`config.mk`:
```
export PLATFORM = sky130hd
export DESIGN_NAME = cps_top
export DESIGN_NICKNAME = d
export VERILOG_FILES = /design/src/hdl/cps_pkg.sv /design/src/hdl/cps_top.sv
export SDC_FILE = /design/constraint.sdc
export NUM_CORES = 1
export LEC_CHECK = 0
export BUFFER_PORTS_ARGS = -buffer_cell sky130_fd_sc_hd__buf_2
export CORE_AREA = 2 2 105 107
export DETAILED_ROUTE_END_ITERATION = 6
export DIE_AREA = 0 0 107 109
export PLACE_DENSITY_LB_ADDON = 0.1
export SKIP_LAST_GASP = 1
export SLEW_MARGIN = 20
export SYNTH_ARGS = -nofsm -noshare
export SYNTH_HDL_FRONTEND = slang
export SYNTH_SLANG_ARGS = --single-unit
```
`constraint.sdc`:
```
create_clock -name clock -period 2.9 [get_ports clock]
set_input_delay 0.725 -clock clock [delete_from_list [all_inputs] [get_ports clock]]
set_output_delay 0.725 -clock clock [all_outputs]
set_load 0.005 [all_outputs]
```
`src/hdl/cps_pkg.sv`:
```
// Package: constants and carrier types for the channel plan selector
package cps_pkg;
  // Clock and timing
  localparam int unsigned CLK_HZ        = 125000000;
  localparam int unsigned CLK_PERIOD_NS = 8;
  localparam int unsigned SIG_DWELL_MS  = 500;
  localparam int unsigned HEART_PER_MS  = 1000;
  localparam int unsigned SIG_DWELL_CYC =
    (SIG_DWELL_MS * 1000) / CLK_PERIOD_NS * 1000;
  localparam int unsigned HEART_HALF_CYC =
    (HEART_PER_MS * 1000) / CLK_PERIOD_NS * 1000 / 2;
  // Selector and channel field widths
  localparam int unsigned SEL_W   = 4;
  localparam int unsigned CHAN_N  = 7;
  localparam int unsigned CHNUM_W = 3;
  // Signalling channel numbers used by plans
  localparam logic [2:0] SIG_CH2 = 3'h2;
  localparam logic [2:0] SIG_CH3 = 3'h3;
  localparam logic [2:0] SIG_CH4 = 3'h4;
  localparam logic [2:0] SIG_CH5 = 3'h5;
  localparam logic [2:0] SIG_CH7 = 3'h7;
  localparam logic [2:0] SIG_NONE = 3'h0;
  // Operating channel masks, bit n-1 is channel n
  localparam logic [6:0] OP_1_4   = 7'h09;
  localparam logic [6:0] OP_5_7   = 7'h50;
  localparam logic [6:0] OP_3_6   = 7'h24;
  localparam logic [6:0] OP_1_5   = 7'h11;
  localparam logic [6:0] OP_2_6   = 7'h22;
  localparam logic [6:0] OP_4_6   = 7'h28;
  localparam logic [6:0] OP_1_3_7 = 7'h45;
  localparam logic [6:0] OP_NONE  = 7'h00;
  // Reset values
  localparam logic [3:0] SEL_RST  = 4'h0;

  // Decoded channel plan
  typedef struct packed {
    logic       auto_search; // Custom group search mode
    logic [2:0] sig_chan;    // Signalling channel, 0 when searching
    logic [6:0] op_mask;     // Operating channels
  } cps_plan_s;

  // Call setup phases
  typedef enum logic [1:0] {
    CPS_IDLE,
    CPS_SIGNAL,
    CPS_OPERATE
  } cps_phase_e;
endpackage

```
`src/hdl/cps_top.sv`:
```
// Channel plan selector: switch capture, plan decode, dwell, heartbeat
`timescale 1ns/1ps

// Behaviour
// - Hex selector zero..fifteen chooses channel plan
// - Selector captured at reset release only
// - Positions 1-6 signal ch7, operate ch=pos
// - Positions 7-9 signal ch2, paired operating
// - Positions A-D use their own plans
// - Positions E,F reserved, no fixed plan
// - Zero selects custom group channel search
// - Dwell half second on signalling channel
// - Heartbeat flashes once per second
// - Both link ends use same selector
module cps_top #(
  parameter int unsigned DWELL_CYC = cps_pkg::SIG_DWELL_CYC,
  parameter int unsigned HEART_CYC = cps_pkg::HEART_HALF_CYC
) (
  // Clock and reset
  input  wire logic                  clock,
  input  wire logic                  rst,
  // Rotary selector
  input  wire logic [3:0]            sel_switch,
  // Call setup
  input  wire logic                  call_start,
  input  wire logic                  call_end,
  // Plan and channel outputs
  output cps_pkg::cps_plan_s         plan,
  output logic [3:0]                 sel_value,
  output logic                       on_signal,
  output logic                       on_operate,
  // Heartbeat LED
  output logic                       heartbeat
);

  // Synchroniser stages; the first is read by the second only
  logic [3:0] sync1_ff, nxt_sync1;
  logic [3:0] sync2_ff, nxt_sync2;
  // Captured selector and its decoded plan
  logic [3:0] sel_ff, nxt_sel;
  cps_pkg::cps_plan_s plan_ff, nxt_plan;
  // Delayed reset marks the release edge
  logic       rst_d_ff, nxt_rst_d;
  // Call phase and dwell counter
  cps_pkg::cps_phase_e phase_ff, nxt_phase;
  logic [31:0] dwell_ff, nxt_dwell;
  // Heartbeat divider
  logic [31:0] beat_ff, nxt_beat;
  logic        led_ff, nxt_led;

  // Plan lookup for one selector value
  function automatic cps_pkg::cps_plan_s decode(input logic [3:0] s);
    cps_pkg::cps_plan_s p;
    p = '{auto_search: 1'b0, sig_chan: cps_pkg::SIG_NONE,
          op_mask: cps_pkg::OP_NONE};
    case (s)
      4'h1, 4'h2, 4'h3, 4'h4, 4'h5, 4'h6:
      begin
        p.sig_chan = cps_pkg::SIG_CH7;
        p.op_mask  = 7'(7'h01 << (s - 4'h1));
      end
      4'h7:
      begin
        p.sig_chan = cps_pkg::SIG_CH2;
        p.op_mask  = cps_pkg::OP_1_4;
      end
      4'h8:
      begin
        p.sig_chan = cps_pkg::SIG_CH2;
        p.op_mask  = cps_pkg::OP_5_7;
      end
      4'h9:
      begin
        p.sig_chan = cps_pkg::SIG_CH2;
        p.op_mask  = cps_pkg::OP_3_6;
      end
      4'hA:
      begin
        p.sig_chan = cps_pkg::SIG_CH3;
        p.op_mask  = cps_pkg::OP_1_5;
      end
      4'hB:
      begin
        p.sig_chan = cps_pkg::SIG_CH4;
        p.op_mask  = cps_pkg::OP_2_6;
      end
      4'hC:
      begin
        p.sig_chan = cps_pkg::SIG_CH2;
        p.op_mask  = cps_pkg::OP_4_6;
      end
      4'hD:
      begin
        p.sig_chan = cps_pkg::SIG_CH5;
        p.op_mask  = cps_pkg::OP_1_3_7;
      end
      // Zero, and reserved E/F, take the custom group search
      default:
      begin
        p.auto_search = 1'b1;
      end
    endcase
    return p;
  endfunction

  // Capture path next values
  always_comb
  begin
    nxt_sync1 = sel_switch;
    nxt_sync2 = sync1_ff;
    nxt_rst_d = rst;
    nxt_sel   = sel_ff;
    nxt_plan  = plan_ff;
    // Load only on the first cycle after release; later moves ignored
    if (rst_d_ff && !rst)
    begin
      nxt_sel  = sync2_ff;
      nxt_plan = decode(sync2_ff);
    end
  end

  // Capture path registers; sync stages run through reset
  always_ff @(posedge clock)
  begin
    sync1_ff <= nxt_sync1;
    sync2_ff <= nxt_sync2;
    rst_d_ff <= nxt_rst_d;
    if (rst)
    begin
      sel_ff  <= cps_pkg::SEL_RST;
      plan_ff <= decode(cps_pkg::SEL_RST);
    end
    else
    begin
      sel_ff  <= nxt_sel;
      plan_ff <= nxt_plan;
    end
  end

  // Call setup sequencing: signal dwell, then operate
  always_comb
  begin
    nxt_phase = phase_ff;
    nxt_dwell = dwell_ff;
    case (phase_ff)
      cps_pkg::CPS_IDLE:
      begin
        if (call_start)
        begin
          nxt_phase = cps_pkg::CPS_SIGNAL;
          nxt_dwell = 32'h0000_0000;
        end
      end
      cps_pkg::CPS_SIGNAL:
      begin
        // Half second on the signalling channel
        if (call_end)
          nxt_phase = cps_pkg::CPS_IDLE;
        else if (dwell_ff == 32'(DWELL_CYC - 1))
          nxt_phase = cps_pkg::CPS_OPERATE;
        else
          nxt_dwell = dwell_ff + 32'h0000_0001;
      end
      cps_pkg::CPS_OPERATE:
      begin
        if (call_end)
          nxt_phase = cps_pkg::CPS_IDLE;
      end
      default:
        nxt_phase = cps_pkg::CPS_IDLE;
    endcase
  end

  // Call setup registers
  always_ff @(posedge clock)
  begin
    if (rst)
    begin
      phase_ff <= cps_pkg::CPS_IDLE;
      dwell_ff <= 32'h0000_0000;
    end
    else
    begin
      phase_ff <= nxt_phase;
      dwell_ff <= nxt_dwell;
    end
  end

  // Heartbeat: toggle every half period for one flash per second
  always_comb
  begin
    nxt_beat = beat_ff + 32'h0000_0001;
    nxt_led  = led_ff;
    if (beat_ff == 32'(HEART_CYC - 1))
    begin
      nxt_beat = 32'h0000_0000;
      nxt_led  = !led_ff;
    end
  end

  // Heartbeat registers
  always_ff @(posedge clock)
  begin
    if (rst)
    begin
      beat_ff <= 32'h0000_0000;
      led_ff  <= 1'b0;
    end
    else
    begin
      beat_ff <= nxt_beat;
      led_ff  <= nxt_led;
    end
  end

  // Outputs; peers must share selector setting to link
  assign plan       = plan_ff;
  assign sel_value  = sel_ff;
  assign on_signal  = (phase_ff == cps_pkg::CPS_SIGNAL);
  assign on_operate = (phase_ff == cps_pkg::CPS_OPERATE);
  assign heartbeat  = led_ff;

endmodule

```
==> results of run 1 <==
cells by family (layout without fill, tap and decap cells):
group | Yosys count | count (layout)
compound gates | 75 | 75
mux | 5 | 5
fa+ha+maj | 2 | 2
xor+xnor | 40 | 40
simple gates | 236 | 236
flops | 91 | 91
buf+inv | 29 | 55
worst reg2reg max path: stages (launching register included):
cell and delay (ns):
dfxtp_1 0.38, ha_1 0.24, and4_1 0.27, nand2_1 0.08
nor3b_1 0.37, or2_2 0.59, nor2_1 0.13
final cells by class:
| cell class | count | area, um^2 | area share (%) |
|---|---|---|---|
| Clock buffer | 9 | 123.9 | 2.708 |
| Inverter | 6 | 22.52 | 0.4923 |
| Tap cell | 140 | 175.2 | 3.829 |
| Multi-Input combinational cell | 358 | 2163 | 47.29 |
| Timing Repair Buffer | 33 | 185.2 | 4.048 |
| Sequential cell | 91 | 1822 | 39.82 |
| Clock inverter | 7 | 82.58 | 1.805 |
per-stage QoR:
step | hold slack (ns) | area (um^2) | power [mW]
after floorplan | 0.3096 | 4105 | 1.400
after global placement | 0.3119 | 4368 | 1.436
after detailed placement | 0.3147 | 4368 | 1.438
after CTS | 0.3407 | 4574 | 2.346
after global routing | 0.3438 | 4574 | 2.414
final | 0.3370 | 4574 | 2.303
worst min-delay path by stage:
stage                      start     endpoint  slack [ns]
detailed placement  nxt_sync2[3]  sync2_ff[3]        0.31
floorplan           nxt_sync2[0]  sync2_ff[0]        0.31
CTS                 nxt_sync2[3]  sync2_ff[3]        0.34
global route        nxt_sync2[3]  sync2_ff[3]        0.34
finish              nxt_sync2[3]  sync2_ff[3]        0.34
global placement    nxt_sync2[3]  sync2_ff[3]        0.31
power by group:
| group | internal, mW | leakage [nW] | switching [mW] |
|---|---|---|---|
| clock | 0.411 | 0.0984 | 0.485 |
| sequential | 1.27 | 0.740 | 0.0245 |
| combinational | 0.0473 | 0.780 | 0.0616 |
| total | 1.73 | 1.62 | 0.571 |
flip-flops by register name (all words and copies together), names as in the netlist:
name / flops
beat_ff: 32
dwell_ff: 32
heartbeat: 1
nxt_sync2: 4
phase_ff: 2
plan: 11
rst_d_ff: 1
sel_value: 4
sync2_ff: 4
placed cells by master, fill, tap and decap left out, types with 10 or more instances in the layout:
cell type and count:
xnor2_1 10, nor2_1 62, and3_1 11, or3_1 19
o21ai_0 15, xor2_1 30, buf_2 25, nand3_1 29
a21oi_1 32, dfxtp_1 91, nand4_1 27, nand2_1 28
metal layers:
metal,wire length [um],share of wire (%),vias to the layer above
met5,0,0,-
met4,153,1.8,0
met3,270,3.1,11
met2,3855,45,46
met1,4334,50,1583
li1,-,-,1752
==> run metrics, run 1 <==
#FFs+latches synth=between 90 and 100; Routed Antenna Nets=0; met3 GRT Util=~3.3%; Slew @ Worst Pin=0.7447 ns; pin count of the biggest net entering global routing=33; hold_buf cts=0; Longest Clk Path Bufs=2; DP Wirelength=5.991 mm; Leakage=1.618 nW; Setup WS pre-CTS=0.5625 ns; Critical path buffers and inverters=0; post-CTS sizing=0; final setup fails=0; syn_nets=488; vias in the first global route=between 3000 and 4000; Std-Cell Core Area=about 11000 um^2; skew final=0.01242 ns; # nets final=509; Post-CTS Setup Bufs=0; worst-path maximum fanout=32; reg2reg end=beat_ff[16]; worst hold path type=register to register; clock latency on the worst-skew pair=0.37 ns; H-tree depth=3; grt met1 use=21.64%; Non-Filler Instances=approximately 640; All-Layer GR Usage=15.99%; Vias=approximately 3400; top cell type's share of synthesized area=44.38%; Final min period=2.181 ns; Critical path destination=beat_ff[16]; most frequent cells after synthesis=dfxtp_1, nor2_1, a21oi_1; Avg Vias per Cell=between 5 and 6; CP Depth=6; share of layout cells above drive strength 1=11.71%; IO Pins=26; f_max=458.5 MHz; Hold Path Stages=0; mux cell area share after synthesis=roughly 1.2%; Max-Cap Viols=0; final core occ=43.14%; Required @ worst endpoint=3.13 ns; setup TNS=0 ns; CTS tree=built; top cell type by total area after synthesis=dfxtp_1; Critical-path top delay cell=or2_2; RR Startpoint=beat_ff[0]; chip width=107 um; Die Span Y=109 um; initial antenna violation count=0; Hold Fails Final Rpt=0; Root Buffer=clkbuf_8; Post-Synth Simple-Gate Area=31.85%; crit start category=register; Die Area=around 12000 um^2; cell breakdown of the critical path=ha_1 -> and4_1 -> nand2_1 -> nor3b_1 -> or2_2 -> nor2_1; period utilization=between 70% and 80%; met2 Usage GRT=24.84%; overflow left after global routing=0; GRT busiest layer=met2; Layout area overhead=11.43%; Max-slew headroom=50.08%; antenna cells=0; std cell rows=38; Port Buffers=25; R2R cell count=6; drt wl/cell=13.38 um; Synth cell types=48; Synth Area in XOR/XNOR=around 8.5%; Max Transition Viols Final=0; Yosys warning count=0; GPL Wtd Cong=0.8060; Main synth FF type=dfxtp_1; main combinational cell family by area after synthesis=simple AND/OR/NAND/NOR gates; Peak VDD IR=205.1 uV; fin worst setup slack=0.7192 ns; Setup Crit Path Kind=register to register; 1st-iter DRT viols=137; Post-Syn Area per Cell=8.588 um^2; Synth Area in Adders=0.6096%; run status=finished clean; Filler Cells Inserted=approximately 1100; placed instance count=628; DRC viols=0; DRT Pass-1 Iters=4; Worst-path clk slew=0.10 ns; ys async rst share=0%; Post-Route WL=8.614 mm; Post-synth EDFFs=0; unrepaired setup endpoints after global routing=no; Top delay family on crit path=simple AND/OR/NAND/NOR gates; CP peak stage delay=~0.6 ns; Synth area leaders=dfxtp_1, xor2_1, nor2_1; Clock Sinks=approximately 90; first-pass GRT wire length=14.85 mm; post-synthesis sequential area ratio=around 44%; Critical Path Source=beat_ff[0]; Num CTS Buffers=9; Pwr per Cell Area=between 500 and 600 nW/um^2; Initial Utilization=38.72%; Synth Area in Compound Gates=a little over a tenth; Critical Path AT=about 2.4 ns; internal reg-to-reg setup slack=0.72 ns; crit end category=register; most frequent cell after synthesis=dfxtp_1; Post-Syn Instances=between 400 and 500; mapped cell area=4105 um^2
Power figures use the tool's default switching activity.
==> inputs of run 2 (changes only) <==
==> constraint.sdc (replaced) <==
create_clock -name clock -period 2.1 [get_ports clock]
set_input_delay 0.525 -clock clock [delete_from_list [all_inputs] [get_ports clock]]
set_output_delay 0.525 -clock clock [all_outputs]
set_load 0.005 [all_outputs]
==> run metrics, run 2 (synthesis results as in run 1) <==
unrepaired setup endpoints after global routing=yes; DRT Pass-1 Iters=4 (unchanged); Worst-path clk slew=0.10 ns (about the same); crit start category=register; Layout area overhead=13.99%; All-Layer GR Usage=16.28% (+0.29 points); Pwr per Cell Area=667.7 nW/um^2 (+33%); Post-Route WL=8.820 mm (+2.4%); Avg Vias per Cell=5.263 (about the same); overflow left after global routing=0 (unchanged); DRC viols=0 (unchanged); Final min period=1.935 ns (-0.2456 ns); Root Buffer=clkbuf_8; drt wl/cell=13.42 um (+0.37%); Gate power share=5.2% (+0.5 points); CTS tree=built; f_max=516.7 MHz (+13%); clock latency on the worst-skew pair=0.38 ns (about the same); Max-slew headroom=61.29% (+11 points); 1st-iter DRT viols=156 (+14%); Clock power frac=37.5% (-1.4 points); most common cell after layout, fill and taps aside=dfxtp_1; Setup WS pre-CTS=-0.005859 ns (-0.5683 ns); first-pass GRT wire length=15.07 mm (+1.5%); Max-Cap Viols=0 (unchanged); fin worst setup slack=0.1648 ns (-0.5544 ns); Non-Filler Instances=657 (+2.0%); Internal=2.296 mW (+33%); # nets final=522 (+2.6%); Hold Path Stages=1 (+1); Clock Sinks=91 (unchanged); skew final=0.01084 ns (-0.001586 ns); Port Buffers=25 (unchanged); placed instance count=638 (+1.6%); initial antenna violation count=0 (unchanged); Vias=3458 (+1.9%); Initial Utilization=38.72% (unchanged); commonest non-fill, non-tap cells in the layout=dfxtp_1, nor2_1, a21oi_1; Die Area=11660 um^2 (unchanged); DP Wirelength=6.060 mm (+1.2%); Hold Fails Final Rpt=0 (unchanged); Die Span Y=109 um (unchanged); switching share of power=26.52% (+1.7 points); GPL Wtd Cong=0.8172 (+1.4%); run status=finished clean; Std-Cell Core Area=10600 um^2 (unchanged); Filler Cells Inserted=1086 (-0.73%); sequential power share=57.3% (+1.0 points); Setup Crit Path Kind=register to register; Leakage=1.688 nW (+4.3%); antenna cells=0 (unchanged); Routed Antenna Nets=0 (unchanged); share of layout cells above drive strength 1=14.12% (+2.4 points); crit end category=register; final setup fails=0 (unchanged); setup TNS=0 ns (unchanged); worst hold path type=input port to register; Required @ worst endpoint=2.41 ns (-0.72 ns); chip width=107 um (unchanged); Max Transition Viols Final=0 (unchanged); Longest Clk Path Bufs=2 (unchanged); Peak VDD IR=338.4 uV (+65%); period utilization=92.15% (+17 points); R2R cell count=6 (unchanged); H-tree depth=3 (unchanged); Slew @ Worst Pin=0.5764 ns (-0.1684 ns); IO Pins=26 (unchanged); Critical Path AT=2.24 ns (-0.18 ns); Psw=0.8284 mW (+45%); pin count of the biggest net entering global routing=33 (unchanged); hold_buf cts=0 (unchanged); Num CTS Buffers=9 (unchanged); vias in the first global route=3124 (+1.1%); std cell rows=38 (unchanged); worst-path maximum fanout=10 (-69%)
==> run 2: critical path, cell delays in order (launching register included) <==
cell,delay (ns)
dfxtp_1,0.40
nand4_1,0.22
a211oi_2,0.24
buf_4,0.20
nand4_1,0.24
or3_1,0.42
a21oi_1,0.14
==> run 2: layout make-up <==
| cell class | count | area, um^2 | area share, % |
|---|---|---|---|
| Multi-Input combinational cell | 358 | 2163 | 46.23 |
| Timing Repair Buffer | 46 | 307.8 | 6.578 |
| Tap cell | 140 | 175.2 | 3.743 |
| Clock inverter | 7 | 63.81 | 1.364 |
| Sequential cell | 91 | 1823 | 38.96 |
| Clock buffer | 9 | 123.9 | 2.647 |
| Inverter | 6 | 22.52 | 0.4813 |
==> run 2: path summary, 6_finish.rpt <==
check | from | end | slack [ns]
max | dwell_ff[3] | dwell_ff[31] | 0.16
max reg2reg | dwell_ff[3] | dwell_ff[31] | 0.16
min reg2reg | nxt_sync2[3] | sync2_ff[3] | 0.34
min | sel_switch[3] | nxt_sync2[3] | 0.24
==> run 2: repair_timing <==
item / 4_1_cts / 5_1_grt
resized for setup: 0 / 1
endpoints found under the setup margin: 0 / 8
setup buffers: 0 / 3
==> run 2: metal layers <==
metal | routed length [um] | GRT usage, %
met1 | 4520 | 22.22
met3 | 268 | 3.288
met2 | 3851 | 24.80
met4 | 180 | 7.514
met5 | 0 | 0
==> run 2: power by group through the flow <==
stage / sequential, mW / combinational [mW] / clock [mW]
global placement: 1.83 / 0.163 / 0
global route: 1.80 / 0.183 / 1.29
floorplan: 1.82 / 0.115 / 0
CTS: 1.79 / 0.166 / 1.22
detailed placement: 1.83 / 0.165 / 0
finish: 1.79 / 0.162 / 1.17
==> run 2: per-stage QoR <==
step | total power [mW] | instance area [um^2] | hold slack (ns) | utilization, %
after floorplan | 1.933 | 4105 | 0.3096 | -
after global placement | 1.995 | 4468 | 0.3114 | 42.14
after detailed placement | 1.997 | 4468 | 0.3121 | 42.14
after CTS | 3.180 | 4656 | 0.2118 | 43.91
after global routing | 3.272 | 4679 | 0.2108 | 44.14
final | 3.124 | 4679 | 0.2400 | 44.14
==> inputs of run 3 (changes only) <==
--- a/config.mk
+++ b/config.mk
@@ -6,9 +6,11 @@
 export NUM_CORES = 1
 export LEC_CHECK = 0
 export BUFFER_PORTS_ARGS = -buffer_cell sky130_fd_sc_hd__buf_2
-export CORE_AREA = 2 2 105 107
+export CELL_PAD_IN_SITES_DETAIL_PLACEMENT = 2
+export CELL_PAD_IN_SITES_GLOBAL_PLACEMENT = 2
+export CORE_AREA = 2 2 109 111
 export DETAILED_ROUTE_END_ITERATION = 6
-export DIE_AREA = 0 0 107 109
+export DIE_AREA = 0 0 111 113
 export PLACE_DENSITY_LB_ADDON = 0.1
 export SKIP_LAST_GASP = 1
 export SLEW_MARGIN = 20
==> run metrics, run 3 (synthesis results as in run 1) <==
worst hold path type=input port to register; unrepaired setup endpoints after global routing=yes; crit end category=register; setup TNS=0 ns (unchanged); Post-Route WL=11.43 mm (+30%); vias in the first global route=3897 (+25%); first-pass GRT wire length=19.79 mm (+31%); Routed Antenna Nets=0 (unchanged); final core occ=43.06% (-1.1 points); Vias=3605 (+4.3%); share of layout cells above drive strength 1=14.15% (+0.029 points); f_max=504.9 MHz (-2.3%); run status=finished clean; 1st-iter DRT viols=137 (-12%); Leakage=1.768 nW (+4.7%); DRC viols=0 (unchanged); Critical Path AT=2.26 ns (+0.02 ns); Num CTS Buffers=9 (unchanged); skew final=0.006030 ns (-0.004807 ns); commonest non-fill, non-tap cells in the layout=dfxtp_1, nor2_1, a21oi_1; pin count of the biggest net entering global routing=33 (unchanged); Hold Path Stages=1 (unchanged); Worst-path clk slew=0.06 ns (-0.04 ns); Max Transition Viols Final=0 (unchanged); Die Span Y=113 um (+3.7%); chip width=111 um (+3.7%); overflow left after global routing=0 (unchanged); antenna cells=0 (unchanged); Avg Vias per Cell=5.413 (+2.8%); Pwr per Cell Area=761.2 nW/um^2 (+14%); period utilization=94.31% (+2.2 points); Peak VDD IR=385.7 uV (+14%); Std-Cell Core Area=11270 um^2 (+6.3%); Max-Cap Viols=0 (unchanged); worst-path maximum fanout=5 (-5); crit start category=register; Power Total=3.694 mW (+18%); Slew @ Worst Pin=0.5944 ns (+0.01799 ns); Setup Crit Path Kind=register to register; initial antenna violation count=0 (unchanged); DP Wirelength=7.987 mm (+32%); most common cell after layout, fill and taps aside=dfxtp_1; Required @ worst endpoint=2.38 ns (-0.03 ns); Die Area=12540 um^2 (+7.5%); Clock Sinks=91 (unchanged); Non-Filler Instances=666 (+1.4%); Final min period=1.981 ns (+0.04527 ns); drt wl/cell=17.16 um (+28%); # nets final=528 (+1.1%); H-tree depth=3 (unchanged); Layout area overhead=18.23%; clock latency on the worst-skew pair=0.35 ns (-0.03 ns); GPL Wtd Cong=0.7577 (-7.3%); IO Pins=26 (unchanged); All-Layer GR Usage=19.45% (+3.2 points); placed instance count=647 (+1.4%); final setup fails=0 (unchanged); DRT Pass-1 Iters=6 (+2); Hold Fails Final Rpt=0 (unchanged); std cell rows=39 (+2.6%); CTS tree=built; Initial Utilization=36.42% (-2.3 points); Max-slew headroom=60.08% (-1.2 points); Port Buffers=25 (unchanged); R2R cell count=7 (+1); Root Buffer=clkbuf_16; Longest Clk Path Bufs=2 (unchanged)
==> run 3: changes by cell type in the layout (fill, tap and decap cells not counted), moves of 2 or more <==
cell,delta
buf_4,+5
bufinv_16,+2
clkbuf_1,+5
clkbuf_16,+9
clkbuf_8,-9
inv_6,-5
==> run 3: through the flow <==
| step | hold slack (ns) | area, um^2 | setup slack [ns] |
|---|---|---|---|
| 2_1_floorplan | 0.3096 | 4105 | 0.1687 |
| 3_3_place_gp | 0.3108 | 4517 | 0.02787 |
| 3_5_place_dp | 0.3147 | 4517 | -0.001324 |
| 4_1_cts | 0.2609 | 4821 | 0.07997 |
| 5_1_grt | 0.2648 | 4853 | -0.04170 |
| 6_report | 0.2739 | 4853 | 0.1195 |
==> run 3: final cells by class <==
type	instances	area, um^2
fillers	1230	6419
multi-input cells	358	2170
flip-flops and latches	91	1822
repair buffers	52	356.6
clock buffers	14	244.0
well taps	143	178.9
clock inverters	2	60.06
inverters	6	22.52
==> run 3: worst paths after layout <==
path / from / end / slack (ns)
worst min-delay path: sel_switch[2] / nxt_sync2[2] / 0.27
worst max-delay path: dwell_ff[0] / dwell_ff[16] / 0.12
worst max register to register: dwell_ff[0] / dwell_ff[16] / 0.12
worst min register to register: nxt_sync2[2] / sync2_ff[2] / 0.33
==> run 3: repair_timing <==
action                                  in CTS  in global routing
endpoints found under the setup margin       0                 12
gates resized for setup                      0                  2
hold buffers                                 0                  0
buffers inserted                             0                  3
==> run 3: routing by layer <==
metal  share of wire (%)  up-vias  global-route usage, %
met3                 1.8       17                  3.267
met2                  49       27                  33.37
li1                    -     1781                      -
met4                 2.1        0                  8.083
met5                   0        -                      0
met1                  47     1780                  24.40
==> run 3: worst max-delay path: stages, from the launching register on <==
cell	delay [ns]
dfxtp_1	0.36
ha_1	0.24
buf_4	0.17
nand2_1	0.08
nor4_1	0.40
nand4_1	0.19
or3_1	0.33
a21oi_1	0.14
==> run 3: where the power goes <==
part	internal, mW	total (mW)	switching, mW	leakage [nW]
Combinational	0.0751	0.173	0.0976	0.883
Sequential	1.76	1.79	0.0339	0.740
Clock	1.05	1.73	0.681	0.145
